==> config.mk <==
export PLATFORM = sky130hd
export DESIGN_NAME = srw_readout_regs
export DESIGN_NICKNAME = d
export VERILOG_FILES = /design/src/design/srw_pkg.sv /design/src/design/srw_cfg_if.sv /design/src/design/srw_readout_timing.sv /design/src/design/srw_readout_regs.sv
export SDC_FILE = /design/constraint.sdc
export NUM_CORES = 1
export LEC_CHECK = 0
export ABC_AREA = 1
export BUFFER_PORTS_ARGS = -buffer_cell sky130_fd_sc_hd__buf_4
export CAP_MARGIN = 20
export CORE_MARGIN = 2
export CORE_UTILIZATION = 30
export DETAILED_ROUTE_END_ITERATION = 12
export SLEW_MARGIN = 20
export SYNTH_ARGS = -nofsm -noshare
export SYNTH_HDL_FRONTEND = slang
export SYNTH_SLANG_ARGS = --single-unit
==> constraint.sdc <==
create_clock -name clock_i -period 6.89 [get_ports clock_i]
set_input_delay 1.0335 -clock clock_i [delete_from_list [all_inputs] [get_ports clock_i]]
set_output_delay 1.0335 -clock clock_i [all_outputs]
set_load 0.05 [all_outputs]
==> src/design/srw_pkg.sv <==
// constants, types and helpers shared by the readout window register bank
package srw_pkg;

	// ----------------------------------------------------------------
	// register offsets
	// ----------------------------------------------------------------
	localparam logic [7:0] OFS_CHIP_ID = 8'h00;
	localparam logic [7:0] OFS_FIRST_ROW = 8'h01;
	localparam logic [7:0] OFS_FIRST_COL = 8'h02;
	localparam logic [7:0] OFS_ROW_COUNT = 8'h03;
	localparam logic [7:0] OFS_COL_COUNT = 8'h04;
	localparam logic [7:0] OFS_HBLANK_B = 8'h05;
	localparam int NUM_RW = 5;

	// ----------------------------------------------------------------
	// field layout and reset values
	// ----------------------------------------------------------------
	localparam int WIN_W = 11;
	localparam int HBLANK_W = 14;
	localparam logic [15:0] MASK_WIN = 16'h07FF;
	localparam logic [15:0] MASK_HBLANK = 16'h3FFF;
	localparam logic [15:0] RST_FIRST_ROW = 16'h001C;
	localparam logic [15:0] RST_FIRST_COL = 16'h003C;
	localparam logic [15:0] RST_ROW_COUNT = 16'h04B0;
	localparam logic [15:0] RST_COL_COUNT = 16'h0640;
	localparam logic [15:0] RST_HBLANK_B = 16'h015C;
	// blanking used while context A is selected
	localparam logic [13:0] HBLANK_A = 14'h00AE;

	typedef logic [NUM_RW:1][15:0] srw_bank_type;
	localparam srw_bank_type RST_BANK = {RST_HBLANK_B, RST_COL_COUNT, RST_ROW_COUNT, RST_FIRST_COL, RST_FIRST_ROW};

	// ----------------------------------------------------------------
	// frame timing
	// ----------------------------------------------------------------
	// dark rows read before the image, i.e. frame start lead in rows
	localparam logic [15:0] DARK_ROWS = 16'h0008;
	localparam logic [15:0] VBLANK_ROWS = 16'h0020;

	// ----------------------------------------------------------------
	// serial port
	// ----------------------------------------------------------------
	// arbitrary default address and identification values
	localparam logic [6:0] SLAVE_ADDR_DEFAULT = 7'h3C;
	localparam logic [15:0] CHIP_ID_DEFAULT = 16'hA5C3;
	localparam logic [3:0] BITS_PER_BYTE = 4'h8;

	typedef enum logic [8:0] {
		ST_IDLE = 9'h001,
		ST_DEV = 9'h002,
		ST_ACK_DEV = 9'h004,
		ST_REG = 9'h008,
		ST_ACK_REG = 9'h010,
		ST_WDATA = 9'h020,
		ST_ACK_WR = 9'h040,
		ST_RDATA = 9'h080,
		ST_ACK_RD = 9'h100
	} srw_state_type;

	function automatic logic [15:0] srw_field_mask(input logic [7:0] ofs);
		case (ofs)
			OFS_FIRST_ROW, OFS_FIRST_COL, OFS_ROW_COUNT, OFS_COL_COUNT: srw_field_mask = MASK_WIN;
			OFS_HBLANK_B: srw_field_mask = MASK_HBLANK;
			default: srw_field_mask = 16'h0000;
		endcase
	endfunction

endpackage

==> src/design/srw_cfg_if.sv <==
// applied readout settings and timing strobes between bank and timing generator
`timescale 1ns/1ps
interface srw_cfg_if;
	logic [10:0] first_row;
	logic [10:0] first_col;
	logic [10:0] row_count;
	logic [10:0] col_count;
	logic [13:0] hblank;
	logic frame_start;
	logic fv;
	logic lv;
	logic [10:0] row_addr;
	logic [10:0] col_addr;

	modport bank (output first_row, first_col, row_count, col_count, hblank,
		input frame_start, fv, lv, row_addr, col_addr);
	modport timing (input first_row, first_col, row_count, col_count, hblank,
		output frame_start, fv, lv, row_addr, col_addr);
endinterface

==> src/design/srw_readout_timing.sv <==
// row and column counters that pace the readout and mark frame start
`timescale 1ns/1ps
module srw_readout_timing (
	input wire logic clock_i,
	input wire logic arst_n_i,
	input wire logic ce_i,
	srw_cfg_if.timing cfg
);
	logic [15:0] col_r, col_nxt, row_r, row_nxt;
	logic fs_r, fs_nxt, fv_r, fv_nxt, lv_r, lv_nxt;
	logic [10:0] ra_r, ra_nxt, ca_r, ca_nxt;
	logic [15:0] line_len, frame_len, img_end, row_ofs, col_ofs;

	always_comb begin
		// blanking columns come first in every row
		line_len = {2'b00, cfg.hblank} + {5'b00000, cfg.col_count}; // RL14
		img_end = srw_pkg::DARK_ROWS + {5'b00000, cfg.row_count};
		frame_len = img_end + srw_pkg::VBLANK_ROWS;
		col_nxt = col_r + 16'h0001;
		row_nxt = row_r;
		// >= keeps the counters bounded if a length shrinks
		if (col_nxt >= line_len) begin
			col_nxt = 16'h0000;
			row_nxt = row_r + 16'h0001;
			if (row_nxt >= frame_len)
				row_nxt = 16'h0000;
		end
		// first dark row, first column
		fs_nxt = (row_nxt == 16'h0000) && (col_nxt == 16'h0000); // RL3
		fv_nxt = (row_nxt >= srw_pkg::DARK_ROWS) && (row_nxt < img_end); // RL4
		lv_nxt = fv_nxt && (col_nxt >= {2'b00, cfg.hblank}); // RL14
		row_ofs = row_nxt - srw_pkg::DARK_ROWS;
		col_ofs = col_nxt - {2'b00, cfg.hblank};
		ra_nxt = fv_nxt ? cfg.first_row + row_ofs[10:0] : ra_r; // RL7
		ca_nxt = lv_nxt ? cfg.first_col + col_ofs[10:0] : ca_r; // RL9
	end

	always_ff @(posedge clock_i or negedge arst_n_i) begin
		if (!arst_n_i) begin
			col_r <= 16'h0000;
			row_r <= 16'h0000;
			fs_r <= 1'b0;
			fv_r <= 1'b0;
			lv_r <= 1'b0;
			ra_r <= 11'h000;
			ca_r <= 11'h000;
		end else if (ce_i) begin
			col_r <= col_nxt;
			row_r <= row_nxt;
			fs_r <= fs_nxt;
			fv_r <= fv_nxt;
			lv_r <= lv_nxt;
			ra_r <= ra_nxt;
			ca_r <= ca_nxt;
		end
	end

	assign cfg.frame_start = fs_r;
	assign cfg.fv = fv_r;
	assign cfg.lv = lv_r;
	assign cfg.row_addr = ra_r;
	assign cfg.col_addr = ca_r;
endmodule

==> src/design/srw_readout_regs.sv <==
// readout window register bank with two-wire serial slave and frame-synced apply
`timescale 1ns/1ps
// How it works
// RL1 - unsynced settings like context select take effect immediately.
// RL2 - synced writes wait pending, applied at next frame start if sync bit clear.
// RL3 - frame start is the cycle the first dark row begins.
// RL4 - frame start leads frame active by eight dark rows.
// RL5 - integration or offset change within a frame marks it bad.
// RL6 - bad frame from masked-bad write is hidden unless show-bad is set.
// RL7 - first row, 11 bits, reset 1C, synced, masked bad frame.
// RL8 - host keeps first row at 20 or more.
// RL9 - first column, 11 bits, reset 3C, synced, masked bad frame.
// RL10 - host keeps first column at 52 or more.
// RL11 - row count, reset 4B0, host keeps it at 2 or more.
// RL12 - column count, reset 640, minimum 9 or 17 by converter mode.
// RL13 - context B blanking, 14 bits, reset 15C, used only when context is B.
// RL14 - blanking columns precede active columns in every row.
// RL15 - register zero reads a fixed identification, ignores writes.
// RL16 - while sync bit set, pending values hold and apply together afterwards.
module srw_readout_regs #(
	parameter logic [6:0] SLAVE_ADDR = srw_pkg::SLAVE_ADDR_DEFAULT,
	parameter logic [15:0] CHIP_ID = srw_pkg::CHIP_ID_DEFAULT
) (
	input wire logic clock_i,
	input wire logic arst_n_i,
	input wire logic ce_i,
	input wire logic scl_i,
	input wire logic sda_i,
	output logic sda_o,
	output logic sda_oe_o,
	input wire logic sync_changes_i,
	input wire logic context_select_i,
	input wire logic show_bad_frames_i,
	input wire logic integ_change_i,
	input wire logic offset_change_i,
	output logic frame_start_o,
	output logic frame_valid_o,
	output logic line_valid_o,
	output logic [10:0] row_addr_o,
	output logic [10:0] col_addr_o,
	output logic bad_frame_o
);
	// ----------------------------------------------------------------
	// pin synchronisers
	// ----------------------------------------------------------------
	logic scl_m_r, scl_s_r, scl_d_r, sda_m_r, sda_s_r, sda_d_r;
	logic rise, fall, start_ev, stop_ev;

	always_ff @(posedge clock_i or negedge arst_n_i) begin
		if (!arst_n_i) begin
			{scl_m_r, scl_s_r, scl_d_r} <= 3'h7;
			{sda_m_r, sda_s_r, sda_d_r} <= 3'h7;
		end else if (ce_i) begin
			{scl_m_r, scl_s_r, scl_d_r} <= {scl_i, scl_m_r, scl_s_r};
			{sda_m_r, sda_s_r, sda_d_r} <= {sda_i, sda_m_r, sda_s_r};
		end
	end

	assign rise = scl_s_r && !scl_d_r;
	assign fall = !scl_s_r && scl_d_r;
	assign start_ev = scl_s_r && scl_d_r && sda_d_r && !sda_s_r;
	assign stop_ev = scl_s_r && scl_d_r && !sda_d_r && sda_s_r;

	// ----------------------------------------------------------------
	// register storage
	// ----------------------------------------------------------------
	srw_pkg::srw_bank_type pend_r, pend_nxt, act_r, act_nxt;
	logic dirty_r, dirty_nxt, wr_en;
	logic [15:0] wr_data;
	logic [7:0] ptr_r, ptr_nxt;

	function automatic logic [15:0] rd_val(input logic [7:0] ofs, input srw_pkg::srw_bank_type bank);
		if (ofs == srw_pkg::OFS_CHIP_ID)
			rd_val = CHIP_ID; // RL15
		else if (srw_pkg::srw_field_mask(ofs) != 16'h0000)
			rd_val = bank[ofs[2:0]];
		else
			rd_val = 16'h0000;
	endfunction

	// ----------------------------------------------------------------
	// serial slave
	// ----------------------------------------------------------------
	srw_pkg::srw_state_type st_r, st_nxt;
	logic [3:0] cnt_r, cnt_nxt;
	logic [7:0] sh_r, sh_nxt, tx_r, tx_nxt, hold_r, hold_nxt;
	logic hi_r, hi_nxt, oe_r, oe_nxt;
	logic [15:0] rd_cur, rd_next;

	always_comb begin
		st_nxt = st_r;
		cnt_nxt = cnt_r;
		sh_nxt = sh_r;
		tx_nxt = tx_r;
		ptr_nxt = ptr_r;
		hold_nxt = hold_r;
		hi_nxt = hi_r;
		oe_nxt = oe_r;
		wr_en = 1'b0;
		wr_data = 16'h0000;
		rd_cur = rd_val(ptr_r, pend_r);
		rd_next = rd_val(ptr_r + 8'h01, pend_r);
		if (start_ev) begin
			st_nxt = srw_pkg::ST_DEV;
			cnt_nxt = 4'h0;
			oe_nxt = 1'b0;
		end else if (stop_ev) begin
			st_nxt = srw_pkg::ST_IDLE;
			oe_nxt = 1'b0;
		end else if (rise) begin
			case (st_r)
				srw_pkg::ST_DEV, srw_pkg::ST_REG, srw_pkg::ST_WDATA, srw_pkg::ST_RDATA: begin
					sh_nxt = {sh_r[6:0], sda_s_r};
					cnt_nxt = cnt_r + 4'h1;
				end
				// master nack ends the read
				srw_pkg::ST_ACK_RD: if (sda_s_r) st_nxt = srw_pkg::ST_IDLE;
				default: ;
			endcase
		end else if (fall) begin
			case (st_r)
				srw_pkg::ST_DEV: if (cnt_r == srw_pkg::BITS_PER_BYTE) begin
					cnt_nxt = 4'h0;
					if (sh_r[7:1] == SLAVE_ADDR) begin
						oe_nxt = 1'b1;
						st_nxt = srw_pkg::ST_ACK_DEV;
					end else begin
						st_nxt = srw_pkg::ST_IDLE;
					end
				end
				srw_pkg::ST_ACK_DEV: begin
					// sh_r still holds the address byte, bit 0 is read/write
					if (sh_r[0]) begin
						tx_nxt = rd_cur[15:8];
						oe_nxt = !rd_cur[15];
						hi_nxt = 1'b0;
						st_nxt = srw_pkg::ST_RDATA;
					end else begin
						oe_nxt = 1'b0;
						st_nxt = srw_pkg::ST_REG;
					end
				end
				srw_pkg::ST_REG: if (cnt_r == srw_pkg::BITS_PER_BYTE) begin
					ptr_nxt = sh_r;
					cnt_nxt = 4'h0;
					oe_nxt = 1'b1;
					st_nxt = srw_pkg::ST_ACK_REG;
				end
				srw_pkg::ST_ACK_REG, srw_pkg::ST_ACK_WR: begin
					oe_nxt = 1'b0;
					if (st_r == srw_pkg::ST_ACK_REG)
						hi_nxt = 1'b1;
					st_nxt = srw_pkg::ST_WDATA;
				end
				srw_pkg::ST_WDATA: if (cnt_r == srw_pkg::BITS_PER_BYTE) begin
					// high byte first, the word lands with its low byte
					if (hi_r) begin
						hold_nxt = sh_r;
						hi_nxt = 1'b0;
					end else begin
						wr_en = 1'b1;
						wr_data = {hold_r, sh_r};
						ptr_nxt = ptr_r + 8'h01;
						hi_nxt = 1'b1;
					end
					cnt_nxt = 4'h0;
					oe_nxt = 1'b1;
					st_nxt = srw_pkg::ST_ACK_WR;
				end
				srw_pkg::ST_RDATA: begin
					if (cnt_r == srw_pkg::BITS_PER_BYTE) begin
						oe_nxt = 1'b0;
						cnt_nxt = 4'h0;
						st_nxt = srw_pkg::ST_ACK_RD;
					end else begin
						tx_nxt = {tx_r[6:0], 1'b0};
						oe_nxt = !tx_r[6];
					end
				end
				srw_pkg::ST_ACK_RD: begin
					if (!hi_r) begin
						tx_nxt = rd_cur[7:0];
						hi_nxt = 1'b1;
					end else begin
						tx_nxt = rd_next[15:8];
						ptr_nxt = ptr_r + 8'h01;
						hi_nxt = 1'b0;
					end
					oe_nxt = !tx_nxt[7];
					st_nxt = srw_pkg::ST_RDATA;
				end
				default: ;
			endcase
		end
	end

	always_ff @(posedge clock_i or negedge arst_n_i) begin
		if (!arst_n_i) begin
			st_r <= srw_pkg::ST_IDLE;
			cnt_r <= 4'h0;
			sh_r <= 8'h00;
			tx_r <= 8'h00;
			ptr_r <= 8'h00;
			hold_r <= 8'h00;
			hi_r <= 1'b1;
			oe_r <= 1'b0;
		end else if (ce_i) begin
			st_r <= st_nxt;
			cnt_r <= cnt_nxt;
			sh_r <= sh_nxt;
			tx_r <= tx_nxt;
			ptr_r <= ptr_nxt;
			hold_r <= hold_nxt;
			hi_r <= hi_nxt;
			oe_r <= oe_nxt;
		end
	end

	// ----------------------------------------------------------------
	// frame-synchronised apply and bad frame tracking
	// ----------------------------------------------------------------
	srw_cfg_if cfg ();
	logic apply, bad_m_r, bad_m_nxt, bad_r, bad_nxt;
	logic fs_o_nxt, fv_o_nxt, lv_o_nxt, hide;

	always_comb begin
		pend_nxt = pend_r;
		// register zero and unmapped offsets have a zero mask, so no store
		if (wr_en && srw_pkg::srw_field_mask(ptr_r) != 16'h0000)
			pend_nxt[ptr_r[2:0]] = wr_data & srw_pkg::srw_field_mask(ptr_r); // RL15
		apply = cfg.frame_start && !sync_changes_i; // RL2 RL16
		act_nxt = apply ? pend_r : act_r; // RL2
		dirty_nxt = apply ? 1'b0 : dirty_r;
		if (wr_en && srw_pkg::srw_field_mask(ptr_r) != 16'h0000)
			dirty_nxt = 1'b1;
		// every setting here is a masked-bad-frame one
		bad_m_nxt = cfg.frame_start ? (apply && dirty_r) : bad_m_r; // RL6
		bad_nxt = cfg.frame_start ? 1'b0 : bad_r;
		if (integ_change_i || offset_change_i)
			bad_nxt = 1'b1; // RL5
		hide = bad_m_r && !show_bad_frames_i; // RL6
		fs_o_nxt = cfg.frame_start;
		fv_o_nxt = cfg.fv && !hide;
		lv_o_nxt = cfg.lv && !hide;
	end

	always_ff @(posedge clock_i or negedge arst_n_i) begin
		if (!arst_n_i) begin
			pend_r <= srw_pkg::RST_BANK;
			act_r <= srw_pkg::RST_BANK;
			dirty_r <= 1'b0;
			bad_m_r <= 1'b0;
			bad_r <= 1'b0;
			frame_start_o <= 1'b0;
			frame_valid_o <= 1'b0;
			line_valid_o <= 1'b0;
			row_addr_o <= 11'h000;
			col_addr_o <= 11'h000;
			bad_frame_o <= 1'b0;
			sda_o <= 1'b0;
			sda_oe_o <= 1'b0;
		end else if (ce_i) begin
			pend_r <= pend_nxt;
			act_r <= act_nxt;
			dirty_r <= dirty_nxt;
			bad_m_r <= bad_m_nxt;
			bad_r <= bad_nxt;
			frame_start_o <= fs_o_nxt;
			frame_valid_o <= fv_o_nxt;
			line_valid_o <= lv_o_nxt;
			row_addr_o <= cfg.row_addr;
			col_addr_o <= cfg.col_addr;
			bad_frame_o <= bad_r || bad_m_r;
			sda_o <= 1'b0;
			sda_oe_o <= oe_nxt;
		end
	end

	assign cfg.first_row = act_r[1][10:0]; // RL7
	assign cfg.first_col = act_r[2][10:0]; // RL9
	assign cfg.row_count = act_r[3][10:0]; // RL11
	assign cfg.col_count = act_r[4][10:0]; // RL12
	// context select is not frame synced and switches blanking at once
	assign cfg.hblank = context_select_i ? act_r[5][13:0] : srw_pkg::HBLANK_A; // RL1 RL13

	srw_readout_timing srw_readout_timing_i (
		.clock_i(clock_i),
		.arst_n_i(arst_n_i),
		.ce_i(ce_i),
		.cfg(cfg)
	);
endmodule

==> results of run 1 <==
## cell usage after synthesis (16+ instances only)
cell | n | area share
sky130_fd_sc_hd__inv_1 | 266 | 0.062
sky130_fd_sc_hd__nand3_1 | 76 | 0.023
sky130_fd_sc_hd__xor2_1 | 49 | 0.026
sky130_fd_sc_hd__nor2_1 | 116 | 0.027
sky130_fd_sc_hd__dfrtp_1 | 218 | 0.34
sky130_fd_sc_hd__a21oi_1 | 90 | 0.028
sky130_fd_sc_hd__ha_1 | 108 | 0.083
sky130_fd_sc_hd__nand4_1 | 26 | 0.010
sky130_fd_sc_hd__nand2_2 | 19 | 0.0073
sky130_fd_sc_hd__o21ai_0 | 213 | 0.066
sky130_fd_sc_hd__clkbuf_1 | 61 | 0.014
sky130_fd_sc_hd__xnor2_1 | 16 | 0.0086
sky130_fd_sc_hd__dfstp_2 | 46 | 0.075
sky130_fd_sc_hd__nand2_1 | 526 | 0.12
sky130_fd_sc_hd__nor3_1 | 30 | 0.0093
## cell type report
cell class              instances  area [sq um]
clock buffers                  44           855
clock inverters                13           229
fillers                      5567         35300
inverters                     275          1040
multi-input cells            1437          8220
flip-flops and latches        264          6660
well taps                     696           871
repair buffers                 58           455
## kinds of logic after synthesis
| group | synth area share |
|---|---|
| buffers and inverters | 0.0853 |
| and+or+nand+nor | 0.224 |
| adders and majority gates | 0.0982 |
| AOI/OAI and AO/OA | 0.145 |
| xor gates and xnor gates | 0.0361 |
| other | 0.000463 |
| DFF | 0.411 |
## metrics by stage
step                cell area [sq um]  setup WS (ns)  hold slack, ns  utilization
global route                    18300        0.00939           0.487        0.342
detailed placement              17200        -0.0244           0.459        0.321
finish                          18300          0.628           0.466        0.342
global placement                17200          0.128           0.454        0.321
floorplan                       16200         0.0329           0.436            -
CTS                             18300          0.572           0.469        0.341
## power by group through the flow
stage          clock (mW)  combinational (mW)  sequential, mW
3_5_place_dp            0                3.10            2.07
4_1_cts              1.80                3.12            2.05
3_3_place_gp            0                3.06            2.06
2_1_floorplan           0                2.20            2.22
6_report             1.75                3.12            2.05
5_1_grt              1.85                3.52            2.09
## path summary, 6_finish.rpt
| check | depth (start not counted) | from | endpoint |
|---|---|---|---|
| setup / recovery | 38 | context_select_i | srw_readout_timing_i.cfg.row_addr[10] |
| hold / removal | 2 | scl_m_r | scl_m_r |
| setup reg to reg | 37 | act_r[64] | srw_readout_timing_i.cfg.row_addr[10] |
| hold reg to reg | 2 | scl_m_r | scl_m_r |
| max in group asynchronous | 2 | arst_n_i | cnt_r[0] |
| min in group asynchronous | 1 | arst_n_i | srw_readout_timing_i.row_r[9] |
## registers in the layout (all words and copies together), names as in the netlist, 4 cells and up
| name | count |
|---|---|
| act_r | 58 |
| cnt_r | 4 |
| col_addr_o | 11 |
| hold_r | 6 |
| pend_r | 70 |
| ptr_r | 8 |
| row_addr_o | 11 |
| sh_r | 8 |
| srw_readout_timing_i.cfg.col_addr | 11 |
| srw_readout_timing_i.cfg.row_addr | 11 |
| srw_readout_timing_i.col_r | 16 |
| srw_readout_timing_i.row_r | 16 |
| st_r | 9 |
| tx_r | 7 |
## metal layers
metal | part of all wire | track usage | up-vias
met1 | 0.47 | 0.217 | 6412
met2 | 0.46 | 0.250 | 315
met4 | 0.023 | 0.0455 | 0
met5 | 0 | 0 | -
met3 | 0.049 | 0.0184 | 63
li1 | - | - | 6717
## worst max-delay path: cells and delay by family
kind | cells | cell delay [ns]
XOR/XNOR | 1 | 0.18
buffers and inverters | 5 | 0.53
adder cells (fa/ha/maj) | 4 | 1.29
AND/OR/NAND/NOR | 14 | 1.44
AO/OA/AOI/OAI | 14 | 2.22
## timing repair
action                                  4_1_cts  5_1_grt
endpoints found under the setup margin        0       14
setup buffers                                 0        0
gates resized for setup                       0        8
==> metrics.txt, run 1 <==
count of endpoints failing setup in the final report 0; CTS tree yes; number of buffers created by CTS 31; Seq cells post-synth 264; Crit-path slowest cell sky130_fd_sc_hd__ha_1; Max Clock Skew 0.0180 ns; worst setup slack for register-to-register paths 0.83 ns; Crit path top cell by count sky130_fd_sc_hd__a21oi_1; maximum clock path buffer count 3; result of the run finished clean; initial cell density of the core 0.302; post-route minimum period 6.26 ns; most frequent standard cell in the layout excluding fill and tap cells sky130_fd_sc_hd__nand2_1; number of maximum-capacitance constraint violations 0; element type at the critical path end flip-flop; num rows 85; detail-routed net length per standard cell 15.4 um; final hold vios 0; clock latency of the later-clocked register in the worst-skew pair 0.57 ns; hold crit path type reg2reg; dominant register cell in the synthesized netlist sky130_fd_sc_hd__dfrtp_1; syn avg cell area 7.91 sq um; DRC errors left 0; Post-CTS Hold Buffers 0; biggest cell delay along the critical path 0.35 ns; Cell Pwr Density 378 nW/um^2; buffer type at the clock tree root sky130_fd_sc_hd__clkbuf_16; Critical Setup Path Class in2reg; number of sinks handled by clock tree synthesis 264; Placed Cells 2730; Sw Share 0.424; first-pass iteration count of the detailed router 5; Std-Cell Core Area 53600 sq um; number of I/O pins 38; number of nets with antenna violations after routing 0; worst-path maximum fanout 10; Int Power 3.99 mW; final-stage net count 2197; global route total overflow 0; Flop pwr share 0.296; vias in the first global route 13000; vias per std cell 4.85; async set or reset register ratio after synthesis 1.00; overall via count from detail_route 13500; WP data arrival 6.70 ns; final period utilization 0.909; total global-route track usage 0.155; most frequent cells in the layout sky130_fd_sc_hd__nand2_1 (526), sky130_fd_sc_hd__inv_1 (265), sky130_fd_sc_hd__dfrtp_1 (218), sky130_fd_sc_hd__o21ai_0 (211), sky130_fd_sc_hd__nor2_1 (112); switching power 2.94 mW; post-route total power 6.92 mW; Final Max Tran Viols 0; antenna diode instance count 0; Die Span Y 236 um; maximum number of pins on one net before global-route repair 149; combined area of all synthesized cells 16200 sq um; clock transition at the register clock pins on the worst setup and hold paths after CTS 0.06 ns; worst-margin pin slew 1.05 ns; unrepaired setup endpoints after global routing false; relative contribution of combinational cells to total power 0.450; data required time at the worst endpoint 7.33 ns; count of cell types in the netlist 61; Die W 236 um; first-pass GRT wire length 70700 um; maximum clock rate 160 MHz; leakage 8.88 nW; number of antenna violations at the first check in global routing 0; Slew HR 0.295; GPL Wtd Cong 0.910; warnings from Yosys 0; number of H-tree levels 1; Iter 0 DRT Violations 998; Seq/Total Area, Yosys 0.411; startpoint type of the worst setup path primary input; gate count after technology mapping 2050; setup_tns 0 ns; clock network fraction of total power 0.253; synthesis-to-finish area growth 13.1%; count of flip-flops with a built-in enable after synthesis 0; post-detailed-routing wire length 42800 um; fraction of layout instances using a drive strength above 1 0.114; Max rail drop VDD 0.000203 V; non-filler cells, final 2787; Mapped Nets 2180; number of buffers added on ports 36; post-DP HPWL 31800 um; die footprint 55900 sq um
No activity file was read; power rests on OpenSTA's default activity.
==> inputs of run 2 (changes only) <==
--- a/config.mk
+++ b/config.mk
@@ -5,7 +5,6 @@
 export SDC_FILE = /design/constraint.sdc
 export NUM_CORES = 1
 export LEC_CHECK = 0
-export ABC_AREA = 1
 export BUFFER_PORTS_ARGS = -buffer_cell sky130_fd_sc_hd__buf_4
 export CAP_MARGIN = 20
 export CORE_MARGIN = 2
==> run 2 against run 1 <==
Sequential share of layout area fell by 0.70 points. Final cell count shrank 13%. Cell area rose by 2.0%. Power decreased by 2.0%. Combinational power down 4%. Sequential cell count unchanged. Critical endpoint is now srw_readout_timing_i.cfg.col_addr[4].
==> metrics.txt, run 2 <==
worst hold endpoint pend_r[20]; non-filler cells, final 2432; worst-path maximum fanout 7; hold crit path type reg2reg; FF-to-FF Start act_r[64]; number of nets with antenna violations after routing 0; maximum clock path buffer count 3; vias per std cell 5.03; WP data arrival 7.02 ns; Max rail drop VDD 0.000225 V; worst-margin pin slew 1.09 ns; hold path startpoint pend_r[20]; most frequent standard cell in the layout excluding fill and tap cells sky130_fd_sc_hd__dfrtp_1; Std-Cell Core Area 52700 sq um; global route total overflow 0; element type at the critical path end flip-flop; overall via count from detail_route 12200; die footprint 55200 sq um; final-stage net count 1850; most used standard cells in the synthesized netlist sky130_fd_sc_hd__dfrtp_1 (218), sky130_fd_sc_hd__nand2_1 (170), sky130_fd_sc_hd__mux2_2 (121); synthesis-to-finish area growth 17.0%; worst setup slack for register-to-register paths 0.53 ns; register with the most flip-flops pend_r; leakage 8.37 nW; number of maximum-capacitance constraint violations 0; Crit-path slowest cell sky130_fd_sc_hd__or3_4; buffer type at the clock tree root sky130_fd_sc_hd__clkbuf_16; count of flip-flops with a built-in enable after synthesis 0; Design Area, Final 18700 sq um; most frequent cells in the layout sky130_fd_sc_hd__dfrtp_1 (217), sky130_fd_sc_hd__nand2_1 (169), sky130_fd_sc_hd__mux2_2 (121), sky130_fd_sc_hd__buf_4 (118), sky130_fd_sc_hd__ha_1 (108); warnings from Yosys 0; first-pass GRT wire length 66600 um; post-route total power 6.78 mW; worst hold-check slack 0.473 ns; post-detailed-routing wire length 41100 um; post-placement worst setup slack -0.478 ns; Register-to-Register Path Depth 31; Iter 0 DRT Violations 753; most numerous cell in the Yosys netlist sky130_fd_sc_hd__dfrtp_1; result of the run finished clean; number of buffers added on ports 36; flip-flop count of the largest register, all copies and words added 70; number of instances on the worst hold path 2; vias in the first global route 12300; maximum clock rate 153 MHz; count of endpoints failing setup in the final report 0; area share of the largest cell type after synthesis 0.341; Die W 235 um; DRC errors left 0; largest area contributor in the synthesized netlist sky130_fd_sc_hd__dfrtp_1; fraction of layout instances using a drive strength above 1 0.226; Synth area leaders sky130_fd_sc_hd__dfrtp_1 (34%), sky130_fd_sc_hd__mux2_2 (8.5%), sky130_fd_sc_hd__ha_1 (8.5%); number of buffers created by CTS 30; post-route minimum period 6.56 ns; num rows 84; worst-case setup margin in the final layout 0.335 ns; Placed Cells 2372; Die Span Y 235 um; clock transition at the register clock pins on the worst setup and hold paths after CTS 0.06 ns; first-pass iteration count of the detailed router 5; Max Clock Skew 0.0149 ns; Crit path top cell by count sky130_fd_sc_hd__ha_1; Mapped Nets 1773; syn avg cell area 9.73 sq um; detail-routed net length per standard cell 16.9 um; instance area after placement 17500 sq um; GPL Wtd Cong 0.892; CTS tree yes; final period utilization 0.951; post-DP HPWL 30200 um; final hold vios 0; final core area utilization 0.355; Cell Pwr Density 363 nW/um^2; biggest cell delay along the critical path 0.44 ns; Top Registers pend_r: 70 flops, act_r: 58 flops; R2R Path End srw_readout_timing_i.cfg.col_addr[4]; Critical Setup Path Class in2reg; number of antenna violations at the first check in global routing 0; clock latency of the later-clocked register in the worst-skew pair 0.58 ns; data required time at the worst endpoint 7.35 ns; number of H-tree levels 1; count of cell types in the netlist 76; Final Max Tran Viols 0; startpoint type of the worst setup path primary input; maximum number of pins on one net before global-route repair 110; Seq/Total Area, Yosys 0.417; total global-route track usage 0.147; Slew HR 0.270; setup_tns 0 ns; combined area of all synthesized cells 16000 sq um; Seq cells post-synth 264; async set or reset register ratio after synthesis 1.00; initial cell density of the core 0.304; number of filler cells placed in the layout 5248; antenna diode instance count 0; number of I/O pins 38; dominant register cell in the synthesized netlist sky130_fd_sc_hd__dfrtp_1; number of sinks handled by clock tree synthesis 264; gate count after technology mapping 1643
[run 2: cell types whose count changed in the layout (fill, tap and decap cells not counted), sizes merged, moves of 16 or more]
| cell | change |
|---|---|
| nor2 | -55 |
| inv | -171 |
| xor2 | -18 |
| nand3 | -16 |
| and2 | +21 |
| mux2 | +130 |
| o21ai | -82 |
| nand2b | +21 |
| mux2i | +33 |
| nand2 | -374 |
| nor2b | +16 |
| buf | +64 |
| xnor2 | +26 |
[run 2: cell families (layout without fill, tap and decap cells)]
| group | Yosys count | count (layout) | synth area share |
|---|---|---|---|
| fa+ha+maj | 120 | 120 | 0.0996 |
| xor+xnor | 74 | 74 | 0.0405 |
| buf+inv | 182 | 283 | 0.0476 |
| mux | 163 | 163 | 0.112 |
| other cells | 2 | 2 | 0.000470 |
| flops | 264 | 264 | 0.417 |
| simple gates | 480 | 480 | 0.151 |
| compound gates | 358 | 358 | 0.131 |
[run 2: worst max-delay path by stage]
stage          depth (start not counted)                                     to             start
4_1_cts                               30   srw_readout_timing_i.cfg.row_addr[7]  context_select_i
3_3_place_gp                          30   srw_readout_timing_i.cfg.row_addr[9]  context_select_i
3_5_place_dp                          30   srw_readout_timing_i.cfg.row_addr[7]  context_select_i
5_1_grt                               33  srw_readout_timing_i.cfg.col_addr[10]  context_select_i
6_report                              32   srw_readout_timing_i.cfg.col_addr[4]  context_select_i
2_1_floorplan                         33  srw_readout_timing_i.cfg.col_addr[10]  context_select_i
[run 2: per-layer routing]
layer,part of all wire,global-route usage
met1,0.47,0.200
met3,0.037,0.0201
met2,0.46,0.240
met4,0.036,0.0506
met5,0,0
[run 2: report_power, final]
part | switching, mW | internal (mW)
sequential | 0.258 | 1.80
combinational | 1.58 | 1.40
clock | 0.671 | 1.06
total | 2.51 | 4.27
[run 2: critical path: cells and delay by family]
family	cells	cell delay (ns)
AOI/OAI and AO/OA	15	2.77
and+or+nand+nor	6	0.99
buffers and inverters	5	0.58
muxes	2	0.66
adders and majority gates	4	0.97
[run 2: timing repair]
action	4_1_cts	5_1_grt
hold buffers	0	0
resized for setup	0	35
setup endpoints to repair	0	24
setup buffers	0	2
[run 2: final cells by class]
class	count	area, sq um	area share
sequential	264	6670	0.356
clock buffer	43	871	0.0466
timing repair buffer	124	985	0.0527
inverter	103	387	0.0207
clock inverter	13	204	0.0109
tap	688	861	0.0460
multi-input combinational	1197	8720	0.467
